--- src/hdl/acc_pkg.sv ---
// Constants, register map and state codes of the analog command conditioner
package acc_pkg;

    // ****************************************
    // Timing
    // ****************************************
    localparam int SAMPLE_US = 50;
    localparam int CLK_MHZ = 100;
    localparam int SAMPLE_CYCLES = SAMPLE_US * CLK_MHZ;

    // ****************************************
    // Widths and depths
    // ****************************************
    localparam int DATA_W = 16;
    localparam int HIST_DEPTH = 16;
    localparam int HIST_AW = 4;
    localparam int SUM_W = 20;
    localparam int FILL_W = 5;
    localparam logic [2:0] FILT_MAX = 3'h4;
    localparam logic [4:0] FILL_FULL = 5'h10;

    // ****************************************
    // Register byte offsets
    // ****************************************
    localparam logic [7:0] OFS_CFG = 8'h00;
    localparam logic [7:0] OFS_INFUNC_LO = 8'h04;
    localparam logic [7:0] OFS_INFUNC_HI = 8'h08;
    localparam logic [7:0] OFS_SPDLIM = 8'h0c;
    localparam logic [7:0] OFS_FWDLIM = 8'h10;
    localparam logic [7:0] OFS_REVLIM = 8'h14;
    localparam logic [7:0] OFS_OFFSET = 8'h18;
    localparam logic [7:0] OFS_DEADBAND = 8'h1c;
    localparam logic [7:0] OFS_STATUS = 8'h20;
    localparam logic [7:0] OFS_FILT = 8'h24;
    localparam logic [7:0] OFS_CURRENT = 8'h28;

    // ****************************************
    // Fields and codes
    // ****************************************
    localparam int CFG_FILT_LSB = 0;
    localparam int CFG_TSEL_LSB = 8;
    localparam int CFG_MODE_LSB = 16;
    localparam int CFG_SW_LSB = 24;
    localparam int TSEL_INVERT_BIT = 7;
    localparam logic [6:0] TSEL_LIMITED = 7'h03;
    localparam logic [7:0] MODE_SPEED = 8'h02;
    localparam int SW_KEEP_BIT = 2;
    localparam logic [7:0] FUNC_FORCE_ZERO = 8'h0e;
    localparam logic [7:0] FUNC_SERVO_ON = 8'h01;
    localparam int ST_EXCITE_BIT = 0;
    localparam int ST_ZERO_BIT = 1;
    localparam int ST_HIT_BIT = 2;
    localparam int ST_OVALID_BIT = 3;

    // ****************************************
    // Reset values
    // ****************************************
    localparam logic [31:0] CFG_RST = 32'h0000_0000;
    localparam logic [31:0] INFUNC_LO_RST = 32'h0000_0001;
    localparam logic [31:0] INFUNC_HI_RST = 32'h0000_0000;
    localparam logic [15:0] LIM_RST = 16'h7fff;

    typedef enum logic [3:0] {
        ACC_IDLE = 4'b0001,
        ACC_UPD = 4'b0010,
        ACC_AVG = 4'b0100,
        ACC_PUSH = 4'b1000
    } acc_state_t;

endpackage

--- src/hdl/acc_hist_if.sv ---
// Interface between the filter core and its sample history memory
`timescale 1ns/100ps
`default_nettype none
interface acc_hist_if;
    logic wr_en;
    logic [acc_pkg::HIST_AW-1:0] wr_addr;
    logic [acc_pkg::DATA_W-1:0] wr_data;
    logic rd_en;
    logic [acc_pkg::HIST_AW-1:0] rd_addr;
    logic [acc_pkg::DATA_W-1:0] rd_data;
    modport core (output wr_en, output wr_addr, output wr_data, output rd_en,
        output rd_addr, input rd_data);
    modport mem (input wr_en, input wr_addr, input wr_data, input rd_en,
        input rd_addr, output rd_data);
endinterface
`default_nettype wire

--- src/hdl/acc_hist_mem.sv ---
// Sample history memory with registered read data
`timescale 1ns/100ps
`default_nettype none
module acc_hist_mem
(
    // Clock
    input wire logic pclk,
    // Port
    acc_hist_if.mem hist
);
    logic [acc_pkg::DATA_W-1:0] store [acc_pkg::HIST_DEPTH];

    // No reset on the array; the core tracks how many entries are valid
    always_ff @(posedge pclk)
    begin
        if (hist.wr_en)
        begin
            store[hist.wr_addr] <= hist.wr_data;
        end
        if (hist.rd_en)
        begin
            hist.rd_data <= store[hist.rd_addr];
        end
    end
endmodule
`default_nettype wire

--- src/hdl/acc_top.sv ---
// Analog command conditioner: averaging, override, limiting, APB registers
`timescale 1ns/100ps
`default_nettype none
module acc_top
#(
    parameter int SAMPLE_CYCLES = acc_pkg::SAMPLE_CYCLES
)
(
    // Clock and reset
    input wire logic pclk,
    input wire logic presetn,
    // APB slave
    input wire logic psel,
    input wire logic penable,
    input wire logic pwrite,
    input wire logic [7:0] paddr,
    input wire logic [31:0] pwdata,
    output logic [31:0] prdata,
    output logic pready,
    output logic pslverr,
    // Drive side inputs
    input wire logic [15:0] adc_sample,
    input wire logic [7:0] gen_inputs,
    input wire logic [15:0] motor_speed,
    input wire logic [15:0] speed_loop_current,
    // Current command stream
    output logic cur_valid,
    input wire logic cur_ready,
    output logic [15:0] cur_data,
    // Drive controls
    output logic [15:0] speed_cmd,
    output logic motor_excite
);
    // ****************************************
    // Helper functions
    // ****************************************
    function automatic logic [14:0] acc_abs(input logic signed [15:0] v);
        logic [15:0] m;
        m = v[15] ? 16'(-v) : 16'(v);
        return m[15] ? 15'h7fff : m[14:0];
    endfunction

    function automatic logic signed [15:0] acc_clamp(input logic signed [15:0] v,
        input logic [14:0] hi, input logic [14:0] lo);
        logic signed [15:0] ph;
        logic signed [15:0] nl;
        ph = $signed({1'b0, hi});
        nl = -$signed({1'b0, lo});
        if (v > ph)
            return ph;
        else if (v < nl)
            return nl;
        return v;
    endfunction

    // ****************************************
    // Registers
    // ****************************************
    logic [31:0] cfg;
    logic [31:0] infunc_lo;
    logic [31:0] infunc_hi;
    logic [15:0] spd_lim;
    logic [15:0] fwd_lim;
    logic [15:0] rev_lim;
    logic [15:0] offset;
    logic [15:0] deadband;
    logic servo_q;

    wire [7:0] reg_addr = paddr;
    wire wr_stb = psel && penable && pwrite;
    wire setup = psel && !penable;
    wire [63:0] func_all = {infunc_hi, infunc_lo};
    wire [2:0] fset_raw = cfg[acc_pkg::CFG_FILT_LSB +: 3];
    wire [7:0] tsel = cfg[acc_pkg::CFG_TSEL_LSB +: 8];
    wire [7:0] ctl_mode = cfg[acc_pkg::CFG_MODE_LSB +: 8];
    wire [7:0] ctl_sw = cfg[acc_pkg::CFG_SW_LSB +: 8];
    // Settings above 4 act as the longest window
    wire [2:0] fset = (fset_raw > acc_pkg::FILT_MAX) ? acc_pkg::FILT_MAX : fset_raw;

    logic [7:0] zero_hits;
    logic [7:0] servo_hits;
    always_comb
    begin
        for (int i = 0; i < 8; i++)
        begin
            zero_hits[i] = gen_inputs[i] && (func_all[8*i +: 8] == acc_pkg::FUNC_FORCE_ZERO);
            servo_hits[i] = gen_inputs[i] && (func_all[8*i +: 8] == acc_pkg::FUNC_SERVO_ON);
        end
    end
    wire forced_zero = |zero_hits;
    wire servo_on = |servo_hits;
    wire servo_rise = servo_on && !servo_q;

    always_ff @(posedge pclk or negedge presetn)
    begin
        if (!presetn)
        begin
            cfg <= acc_pkg::CFG_RST;
            infunc_lo <= acc_pkg::INFUNC_LO_RST;
            infunc_hi <= acc_pkg::INFUNC_HI_RST;
            fwd_lim <= acc_pkg::LIM_RST;
            rev_lim <= acc_pkg::LIM_RST;
            offset <= 16'h0000;
            deadband <= 16'h0000;
        end
        else if (wr_stb)
        begin
            if (reg_addr == acc_pkg::OFS_CFG) cfg <= pwdata;
            if (reg_addr == acc_pkg::OFS_INFUNC_LO) infunc_lo <= pwdata;
            if (reg_addr == acc_pkg::OFS_INFUNC_HI) infunc_hi <= pwdata;
            if (reg_addr == acc_pkg::OFS_FWDLIM) fwd_lim <= pwdata[15:0];
            if (reg_addr == acc_pkg::OFS_REVLIM) rev_lim <= pwdata[15:0];
            if (reg_addr == acc_pkg::OFS_OFFSET) offset <= pwdata[15:0];
            if (reg_addr == acc_pkg::OFS_DEADBAND) deadband <= pwdata[15:0];
        end
    end

    // Servo-on clear outranks a software write in the same cycle
    always_ff @(posedge pclk or negedge presetn)
    begin
        if (!presetn)
        begin
            spd_lim <= 16'h0000;
            servo_q <= 1'b0;
        end
        else
        begin
            servo_q <= servo_on;
            if (servo_rise && !ctl_sw[acc_pkg::SW_KEEP_BIT])
                spd_lim <= 16'h0000;
            else if (wr_stb && reg_addr == acc_pkg::OFS_SPDLIM)
                spd_lim <= pwdata[15:0];
        end
    end

    // ****************************************
    // Sample tick and filter pipeline
    // ****************************************
    logic [12:0] tick_cnt;
    wire tick = (tick_cnt == 13'(SAMPLE_CYCLES - 1));
    acc_pkg::acc_state_t state;
    acc_pkg::acc_state_t next_state;
    logic signed [15:0] samp;
    logic signed [acc_pkg::SUM_W-1:0] sum;
    logic signed [15:0] filt;
    logic [acc_pkg::HIST_AW-1:0] wptr;
    logic [acc_pkg::FILL_W-1:0] fill;
    logic [2:0] fset_used;

    acc_hist_if hist ();
    acc_hist_mem u_mem (.pclk(pclk), .hist(hist));

    wire [acc_pkg::FILL_W-1:0] win = acc_pkg::FILL_W'(1) << fset;
    wire flush = (fset != fset_used);
    wire signed [15:0] old_val = (fill >= win) ? $signed(hist.rd_data) : 16'sh0000;
    wire signed [acc_pkg::SUM_W-1:0] next_sum = flush ? acc_pkg::SUM_W'(samp)
        : sum + acc_pkg::SUM_W'(samp) - acc_pkg::SUM_W'(old_val);
    wire signed [acc_pkg::SUM_W-1:0] sum_sh = sum >>> fset_used;

    assign hist.rd_en = (state == acc_pkg::ACC_IDLE) && tick;
    assign hist.rd_addr = wptr - acc_pkg::HIST_AW'(win);
    assign hist.wr_en = (state == acc_pkg::ACC_UPD);
    assign hist.wr_addr = wptr;
    assign hist.wr_data = samp;

    always_comb
    begin
        next_state = state;
        unique case (state)
            acc_pkg::ACC_IDLE: if (tick) next_state = acc_pkg::ACC_UPD;
            acc_pkg::ACC_UPD: next_state = acc_pkg::ACC_AVG;
            acc_pkg::ACC_AVG: next_state = acc_pkg::ACC_PUSH;
            acc_pkg::ACC_PUSH: next_state = acc_pkg::ACC_IDLE;
        endcase
    end

    always_ff @(posedge pclk or negedge presetn)
    begin
        if (!presetn)
        begin
            tick_cnt <= 13'h0000;
            state <= acc_pkg::ACC_IDLE;
            samp <= 16'sh0000;
            sum <= '0;
            filt <= 16'sh0000;
            wptr <= '0;
            fill <= '0;
            fset_used <= 3'h0;
        end
        else
        begin
            tick_cnt <= tick ? 13'h0000 : tick_cnt + 13'h0001;
            state <= next_state;
            if (hist.rd_en)
                samp <= tsel[acc_pkg::TSEL_INVERT_BIT] ? -$signed(adc_sample)
                    : $signed(adc_sample);
            if (state == acc_pkg::ACC_UPD)
            begin
                sum <= next_sum;
                wptr <= wptr + acc_pkg::HIST_AW'(1);
                fset_used <= fset;
                if (flush)
                    fill <= acc_pkg::FILL_W'(1);
                else if (fill != acc_pkg::FILL_FULL)
                    fill <= fill + acc_pkg::FILL_W'(1);
            end
            if (state == acc_pkg::ACC_AVG)
                filt <= sum_sh[15:0];
        end
    end

    // ****************************************
    // Command shaping and current limits
    // ****************************************
    wire signed [15:0] rel = filt - $signed(offset);
    wire in_band = acc_abs(rel) <= deadband[14:0];
    // Override sits after the filter so it acts without waiting out the window
    wire signed [15:0] cmd_now = (forced_zero || in_band) ? 16'sh0000 : rel;
    wire lim_mode = (tsel[6:0] == acc_pkg::TSEL_LIMITED)
        && (ctl_mode == acc_pkg::MODE_SPEED);
    wire [14:0] cmd_mag = acc_abs(cmd_now);
    wire spd_hit = lim_mode && (acc_abs($signed(motor_speed)) >= spd_lim[14:0]);
    wire signed [15:0] loop_cur = acc_clamp($signed(speed_loop_current), cmd_mag,
        cmd_mag);
    wire signed [15:0] base_cur = spd_hit ? loop_cur : cmd_now;
    wire signed [15:0] lim_cur = acc_clamp(base_cur, fwd_lim[14:0], rev_lim[14:0]);
    wire signed [15:0] cur_now = servo_on ? lim_cur : 16'sh0000;
    wire signed [15:0] spd_mag = $signed({1'b0, spd_lim[14:0]});
    wire signed [15:0] next_speed_cmd = !lim_mode ? 16'sh0000
        : (cmd_now < 0) ? -spd_mag : spd_mag;

    always_ff @(posedge pclk or negedge presetn)
    begin
        if (!presetn)
        begin
            speed_cmd <= 16'h0000;
            motor_excite <= 1'b0;
        end
        else
        begin
            speed_cmd <= next_speed_cmd;
            motor_excite <= servo_on;
        end
    end

    // ****************************************
    // Two-entry output buffer
    // ****************************************
    // A stalled receiver holds the word in pend; later words are skipped until pend empties
    logic pend;
    logic [15:0] pend_word;
    logic [15:0] buf0;
    logic [15:0] buf1;
    logic [1:0] cnt;
    wire buf_in_ready = (cnt != 2'h2);
    wire push = pend && buf_in_ready;
    wire pop = cur_valid && cur_ready;
    assign cur_valid = (cnt != 2'h0);
    assign cur_data = buf0;

    always_ff @(posedge pclk or negedge presetn)
    begin
        if (!presetn)
        begin
            pend <= 1'b0;
            pend_word <= 16'h0000;
            buf0 <= 16'h0000;
            buf1 <= 16'h0000;
            cnt <= 2'h0;
        end
        else
        begin
            if (state == acc_pkg::ACC_PUSH && !pend)
            begin
                pend <= 1'b1;
                pend_word <= cur_now;
            end
            else if (push)
                pend <= 1'b0;
            if (push && !pop)
            begin
                if (cnt == 2'h0) buf0 <= pend_word;
                else buf1 <= pend_word;
                cnt <= cnt + 2'h1;
            end
            else if (pop && !push)
            begin
                buf0 <= buf1;
                cnt <= cnt - 2'h1;
            end
            else if (pop && push)
            begin
                buf0 <= (cnt == 2'h1) ? pend_word : buf1;
                buf1 <= pend_word;
            end
        end
    end

    // ****************************************
    // APB read path
    // ****************************************
    wire [31:0] status = {28'h0, cur_valid, spd_hit, forced_zero, servo_on};
    wire mapped = (reg_addr <= acc_pkg::OFS_CURRENT) && (reg_addr[1:0] == 2'b00);
    logic [31:0] rd_mux;
    always_comb
    begin
        unique case (reg_addr)
            acc_pkg::OFS_CFG: rd_mux = cfg;
            acc_pkg::OFS_INFUNC_LO: rd_mux = infunc_lo;
            acc_pkg::OFS_INFUNC_HI: rd_mux = infunc_hi;
            acc_pkg::OFS_SPDLIM: rd_mux = {16'h0, spd_lim};
            acc_pkg::OFS_FWDLIM: rd_mux = {16'h0, fwd_lim};
            acc_pkg::OFS_REVLIM: rd_mux = {16'h0, rev_lim};
            acc_pkg::OFS_OFFSET: rd_mux = {16'h0, offset};
            acc_pkg::OFS_DEADBAND: rd_mux = {16'h0, deadband};
            acc_pkg::OFS_STATUS: rd_mux = status;
            acc_pkg::OFS_FILT: rd_mux = {16'h0, filt};
            acc_pkg::OFS_CURRENT: rd_mux = {16'h0, cur_now};
            default: rd_mux = 32'h0000_0000;
        endcase
    end

    assign pready = 1'b1;
    always_ff @(posedge pclk or negedge presetn)
    begin
        if (!presetn)
        begin
            prdata <= 32'h0000_0000;
            pslverr <= 1'b0;
        end
        else if (setup)
        begin
            prdata <= pwrite ? 32'h0000_0000 : rd_mux;
            pslverr <= !mapped;
        end
    end
endmodule
`default_nettype wire

--- config.mk ---
export PLATFORM = sky130hd
export DESIGN_NAME = acc_top
export DESIGN_NICKNAME = d
export VERILOG_FILES = /design/src/hdl/acc_pkg.sv /design/src/hdl/acc_hist_if.sv /design/src/hdl/acc_hist_mem.sv /design/src/hdl/acc_top.sv
export SDC_FILE = /design/constraint.sdc
export NUM_CORES = 1
export LEC_CHECK = 0
export ABC_AREA = 1
export BUFFER_PORTS_ARGS = -buffer_cell sky130_fd_sc_hd__buf_2
export CAP_MARGIN = 0
export CORE_MARGIN = 2
export CORE_UTILIZATION = 33
export DETAILED_ROUTE_END_ITERATION = 6
export PLACE_DENSITY = 0.49
export SKIP_CTS_REPAIR_TIMING = 1
export SYNTH_ARGS = -nofsm -noshare
export SYNTH_HDL_FRONTEND = slang
export SYNTH_SLANG_ARGS = --single-unit
--- constraint.sdc ---
create_clock -name pclk -period 15.5 [get_ports pclk]
set_clock_uncertainty 0.05 [all_clocks]
set_input_delay 2.325 -clock pclk [delete_from_list [all_inputs] [get_ports pclk]]
set_output_delay 2.325 -clock pclk [all_outputs]
set_load 0.02 [all_outputs]
==> out/qor.csv, run 1 <==
metric;value;unit
status;finished, final reports clean;
antenna_found_initial;0;
cts_max_level;3;
p_comb_frac;0.284;
endpoint;prdata[7];
dp_cells;5404;
power_per_cell_area;126;mW/mm^2
grt_pass1_vias;27296;
dp_slack;3.98;ns
drv_cap;0;
m1WireLength;50.3;mm
cp-end-kind;register;
grt_pass1_wl;170;mm
met2_length;52.2;mm
worst-slew-pin-transition;1.41;ns
reg2reg_from;offset[0];
final_common_cell;nand2_1;
worstSkewPairLatency;0.68;ns
cp_slowest_cell;nor2_1;
power_leakage;17.5;nW
drt-pass1-iter-count;6;
io_buffers;168;
wire_per_inst;20.0;um
clockBufferDepth;3;
n_antenna_cell;0;
synth-warning-count;0;
core_region_area;0.104;mm^2
reg2reg_depth;70;
vias;28274;
p_sw_frac;0.350;
die-area;0.107;mm^2
tns;0;ns
fin_crit;11.69;ns
layout_common_cells;nand2_1 (755), inv_1 (481), o21ai_0 (431);
pwr-share-seq;0.360;
crit_arrival;12.19;ns
place_congestion;0.917;
r2r_slack;3.81;ns
finalCritPeriodShare;0.754;
pin_count;170;
syn_to_final_growth;14.2;%
hpwl;80.0;mm
path_class;reg2reg;
p_clk_frac;0.357;
cp-start-kind;register;
cpMostUsedCell;nand2_1;
track_usage;0.205;
rsz0062_at_grt;false;
overflow;0;
vias_per_cell;5.11;
ys.flop_type;dfrtp_1;
syn_avg_cell_area;8.69;um^2
timing.fmax;85.5;MHz
postRouteAntennaNets;0;
dieWidth;328;um
ys_seq_area_frac;0.496;
grt_max_degree;136;
rr_endpoint;prdata[7];
crit_required;16.00;ns
power_switching;1.74;mW
internal_power;3.23;mW
cp_max_fo;48;
hold_class;reg2reg;
total_power;4.98;mW
clk_transition_reported_paths;0.06;ns
synth_cells;3978;
finalSetupViolCount;0;
async_reset_ff_frac;0.568;
fin_hold_ws;0.428;ns
syn_area;0.0346;mm^2
ir_drop;0.113;mV
drv_slew;0;
fin_ws;3.81;ns
synth_nets;4252;
wl_met3;5.48;mm
highest_layer;met4;
initial_core_util;0.333;
drive_gt1_frac;0.109;
cts-root-buf;clkbuf_16;
drcViolationCount;0;
ys_ff_latch;630;
synth_cell_type_count;64;
hold_violations;0;
drt-total-wl;111;mm
finalNonFillerCells;5536;
drt-initial-drc-count;2294;
rows;118;
synth_edf_count;272;
numCtsBuffers;74;
worstSetupStartpoint;offset[0];
crit_path_max_incr_delay;0.77;ns
slew_headroom;0.0379;
finish.net_count;4374;
cts_tree;built;
die_y;328;um
clock-sinks;630;
==> registers in the layout, indices dropped and copies added, names as in the netlist, 16 cells and up <==
register,flops
buf1,16
cfg,32
cur_data,16
deadband,16
filt,16
fwd_lim,16
hist.wr_data,16
infunc_hi,32
infunc_lo,32
offset,16
pend_word,16
prdata,32
rev_lim,16
spd_lim,16
speed_cmd,16
sum,20
u_mem.hist.rd_data,16
u_mem.store,256
==> worst max-delay path: cells and delay by family, from the launching register on <==
| kind | cells | cell delay, ns |
|---|---|---|
| AOI/OAI and AO/OA | 15 | 2.06 |
| xor gates and xnor gates | 2 | 0.41 |
| adders and majority gates | 5 | 1.43 |
| buffers and inverters | 12 | 1.91 |
| DFF | 1 | 0.40 |
| and+or+nand+nor | 36 | 5.28 |
==> metal layers <==
metal,track usage,vias to the layer above
met4,0.0544,0
li1,-,13712
met2,0.336,733
met5,0,-
met1,0.285,13686
met3,0.0275,143
==> cell families (layout without fill, tap and decap cells) <==
kind of cell	Yosys count	after routing	synth area share
flops	630	630	0.496
fa+ha+maj	172	172	0.0668
mux	30	30	0.00926
other cells	1	1	0.000108
xor+xnor	75	75	0.0190
compound gates	855	855	0.144
simple gates	1546	1546	0.190
buf+inv	669	847	0.0741
==> metrics by stage <==
stage	instance area [um^2]	utilization
6_report	39500	0.380
3_3_place_gp	37000	0.356
5_1_grt	39500	0.380
4_1_cts	39500	0.380
2_1_floorplan	34600	-
3_5_place_dp	37000	0.356
==> layout make-up <==
class | count | area, um^2
inverter | 501 | 1880
clock inverter | 27 | 422
tap | 1380 | 1730
timing repair buffer | 214 | 1210
multi-input combinational | 2679 | 15000
clock buffer | 105 | 2070
sequential | 630 | 17200
fill | 10680 | 64300
==> synthesized netlist by cell type, types with 28 or more instances <==
cell      number  share of area
dfstp_2       32          0.024
clkbuf_1     147          0.016
dfrtp_1      326           0.24
o32ai_1       63          0.016
a31oi_1       38         0.0069
a21oi_1      156          0.023
o22ai_1       28         0.0051
nor3_1        51         0.0074
o21ai_0      432          0.063
nand4_1       80          0.014
edfxtp_1     272           0.24
inv_1        481          0.052
nand3_1      128          0.019
nor2_1       439          0.048
nand2_1      758          0.082
xor2_1        54          0.014
ha_1         151          0.055
==> power by group through the flow <==
stage	Clock [mW]	Combinational (mW)	Sequential, mW
after floorplan	0	0.985	1.85
after global placement	0	1.40	1.82
after global routing	1.88	1.60	1.79
after CTS	1.82	1.41	1.79
after detailed placement	0	1.40	1.82
final	1.78	1.41	1.79
==> worst min path at each step <==
stage,start,end,cells after the start
after floorplan,cfg[6],cfg[6],2
after global placement,cfg[6],cfg[6],2
after detailed placement,pslverr,pslverr,2
after CTS,pslverr,pslverr,2
after global routing,pslverr,pslverr,2
final,pslverr,pslverr,2
Power figures use the tool's default switching activity.
==> run 2: changes to the inputs <==
- clock period: 15.5 -> 11 ns (I/O delays scaled with it)
==> run 2 against run 1 <==
  * Global-route usage down 0.14 points
  * Critical endpoint is now prdata[12]
  * Critical path type unchanged
  * Combinational power up 60%
  * Die area unchanged
==> out/qor.csv, run 2 (synthesis results as in run 1) <==
metric;value;unit;change
status;finished, final reports clean;;
cts_tree;built;;
die-area;0.107;mm^2;unchanged
drv_slew;0;;unchanged
largest_reg_flops;256;;unchanged
pwr-share-seq;0.351;;-0.009
power_switching;2.55;mW;+46%
hold_violations;0;;unchanged
cts_max_level;3;;unchanged
grt_pass1_wl;168;mm;-0.85%
drt-total-wl;111;mm;+0.59%
fin_crit;10.22;ns;-1.47 ns
drt-pass1-iter-count;7;;+1
crit_required;11.50;ns;-4.50 ns
drt-initial-drc-count;2202;;-4.0%
syn_to_final_growth;15.1;%;
final_common_cell;nand2_1;;
vias_per_cell;5.12;;+0.28%
io_buffers;168;;unchanged
worst-slew-pin-transition;1.35;ns;-0.0555 ns
numCtsBuffers;74;;unchanged
vias;28501;;+0.80%
regMostFlops;u_mem.store;;
clock-sinks;630;;unchanged
whs_path_depth;2;;unchanged
critPathBufInv;15;;+3
place_congestion;0.897;;-2.1%
track_usage;0.204;;-0.00137
cp-start-kind;register;;
finish.net_count;4399;;+0.57%
cp_max_fo;12;;-75%
wire_per_inst;20.0;um;about the same
p_sw_frac;0.355;;+0.00491
finalSetupViolCount;0;;unchanged
cp-end-kind;register;;
holdPathEnd;prdata[20];;
hold_class;reg2reg;;
overflow;0;;unchanged
crit_path_max_incr_delay;0.52;ns;-0.25 ns
p_clk_frac;0.336;;-0.021
die_y;328;um;unchanged
slew_headroom;0.0759;;+0.0380
rr_endpoint;prdata[12];;
grt_max_degree;155;;+14%
worstSkewPairLatency;0.67;ns;about the same
power_leakage;17.6;nW;+0.71%
crit_family;simple AND/OR/NAND/NOR gates;;
cp_slowest_cell;fa_1;;
timing.fmax;97.8;MHz;+14%
reg2reg_depth;67;;-4.3%
cts-root-buf;clkbuf_16;;
tns;0;ns;unchanged
drcViolationCount;0;;unchanged
drv_cap;0;;unchanged
antenna_found_initial;3;;+3
power_per_cell_area;181;mW/mm^2;+43%
layout_common_cells;nand2_1 (753), inv_1 (479), o21ai_0 (426);;
dieWidth;328;um;unchanged
initial_core_util;0.333;;unchanged
drive_gt1_frac;0.119;;+0.0107
n_antenna_cell;0;;unchanged
path_class;reg2reg;;
ir_drop;0.129;mV;+14%
clockBufferDepth;3;;unchanged
grt_pass1_vias;26812;;-1.8%
reg2reg_from;filt[0];;
pin_count;170;;unchanged
rows;118;;unchanged
clk_transition_reported_paths;0.06;ns;about the same
internal_power;4.64;mW;+43%
p_comb_frac;0.313;;+0.029
postRouteAntennaNets;0;;unchanged
min_from;prdata[20];;
utilization;0.383;;+0.00301
finalCritPeriodShare;0.929;;+0.175
core_region_area;0.104;mm^2;unchanged
r2r_slack;0.78;ns;-3.03 ns
hpwl;80.1;mm;about the same
crit_arrival;10.72;ns;-1.47 ns
total_power;7.19;mW;+44%
==> run 2: how the worst max path moves through the flow <==
| stage | from | to | slack [ns] | cells after the start |
|---|---|---|---|---|
| finish | filt[0] | prdata[12] | 0.78 | 67 |
| global route | filt[0] | prdata[4] | -0.07 | 72 |
| CTS | offset[0] | prdata[2] | 0.02 | 71 |
| detailed placement | offset[0] | prdata[2] | 0.03 | 71 |
| global placement | offset[0] | prdata[2] | 0.17 | 73 |
| floorplan | offset[0] | prdata[7] | 1.69 | 74 |
==> run 2: routing by layer <==
metal	wire length, um	vias up	part of all wire	GRT usage
met5	34	-	0.00031	0
met4	2710	4	0.024	0.0551
met3	5320	170	0.048	0.0252
met2	52200	765	0.47	0.334
met1	51100	13775	0.46	0.284
li1	-	13787	-	-
==> run 2: metrics by stage <==
| stage | hold slack, ns | instances | setup slack, ns | area (um^2) |
|---|---|---|---|---|
| after floorplan | 0.399 | 3978 | 1.69 | 34600 |
| final | 0.430 | 5565 | 0.779 | 39800 |
| after detailed placement | 0.415 | 5411 | 0.0254 | 37000 |
| after global placement | 0.413 | 5411 | 0.169 | 37000 |
| after CTS | 0.432 | 5547 | 0.0243 | 39400 |
| after global routing | 0.452 | 5565 | -0.0653 | 39800 |
==> run 2: layout make-up <==
type                            instances  area [um^2]
Tap cell                             1380         1730
Timing Repair Buffer                  238         1490
Sequential cell                       630        17200
Clock buffer                          104         2050
Multi-Input combinational cell       2680        15100
Fill cell                           10649        64000
Inverter                              501         1890
Clock inverter                         32          342
==> run 2: worst reg2reg max path: cells and delay by family, from the launching register on <==
family,cells,cell delay (ns)
AND/OR/NAND/NOR,30,3.75
AO/OA/AOI/OAI,14,1.98
adder cells (fa/ha/maj),7,1.96
buffers and inverters,15,1.89
flip-flops,1,0.35
XOR/XNOR,1,0.15
==> run 2: power groups by stage <==
stage	Combinational (mW)	Sequential, mW	Clock, mW
floorplan	1.39	2.60	0
global placement	2.00	2.57	0
detailed placement	2.00	2.57	0
CTS	2.01	2.52	2.47
global route	2.49	2.53	2.55
finish	2.25	2.52	2.42
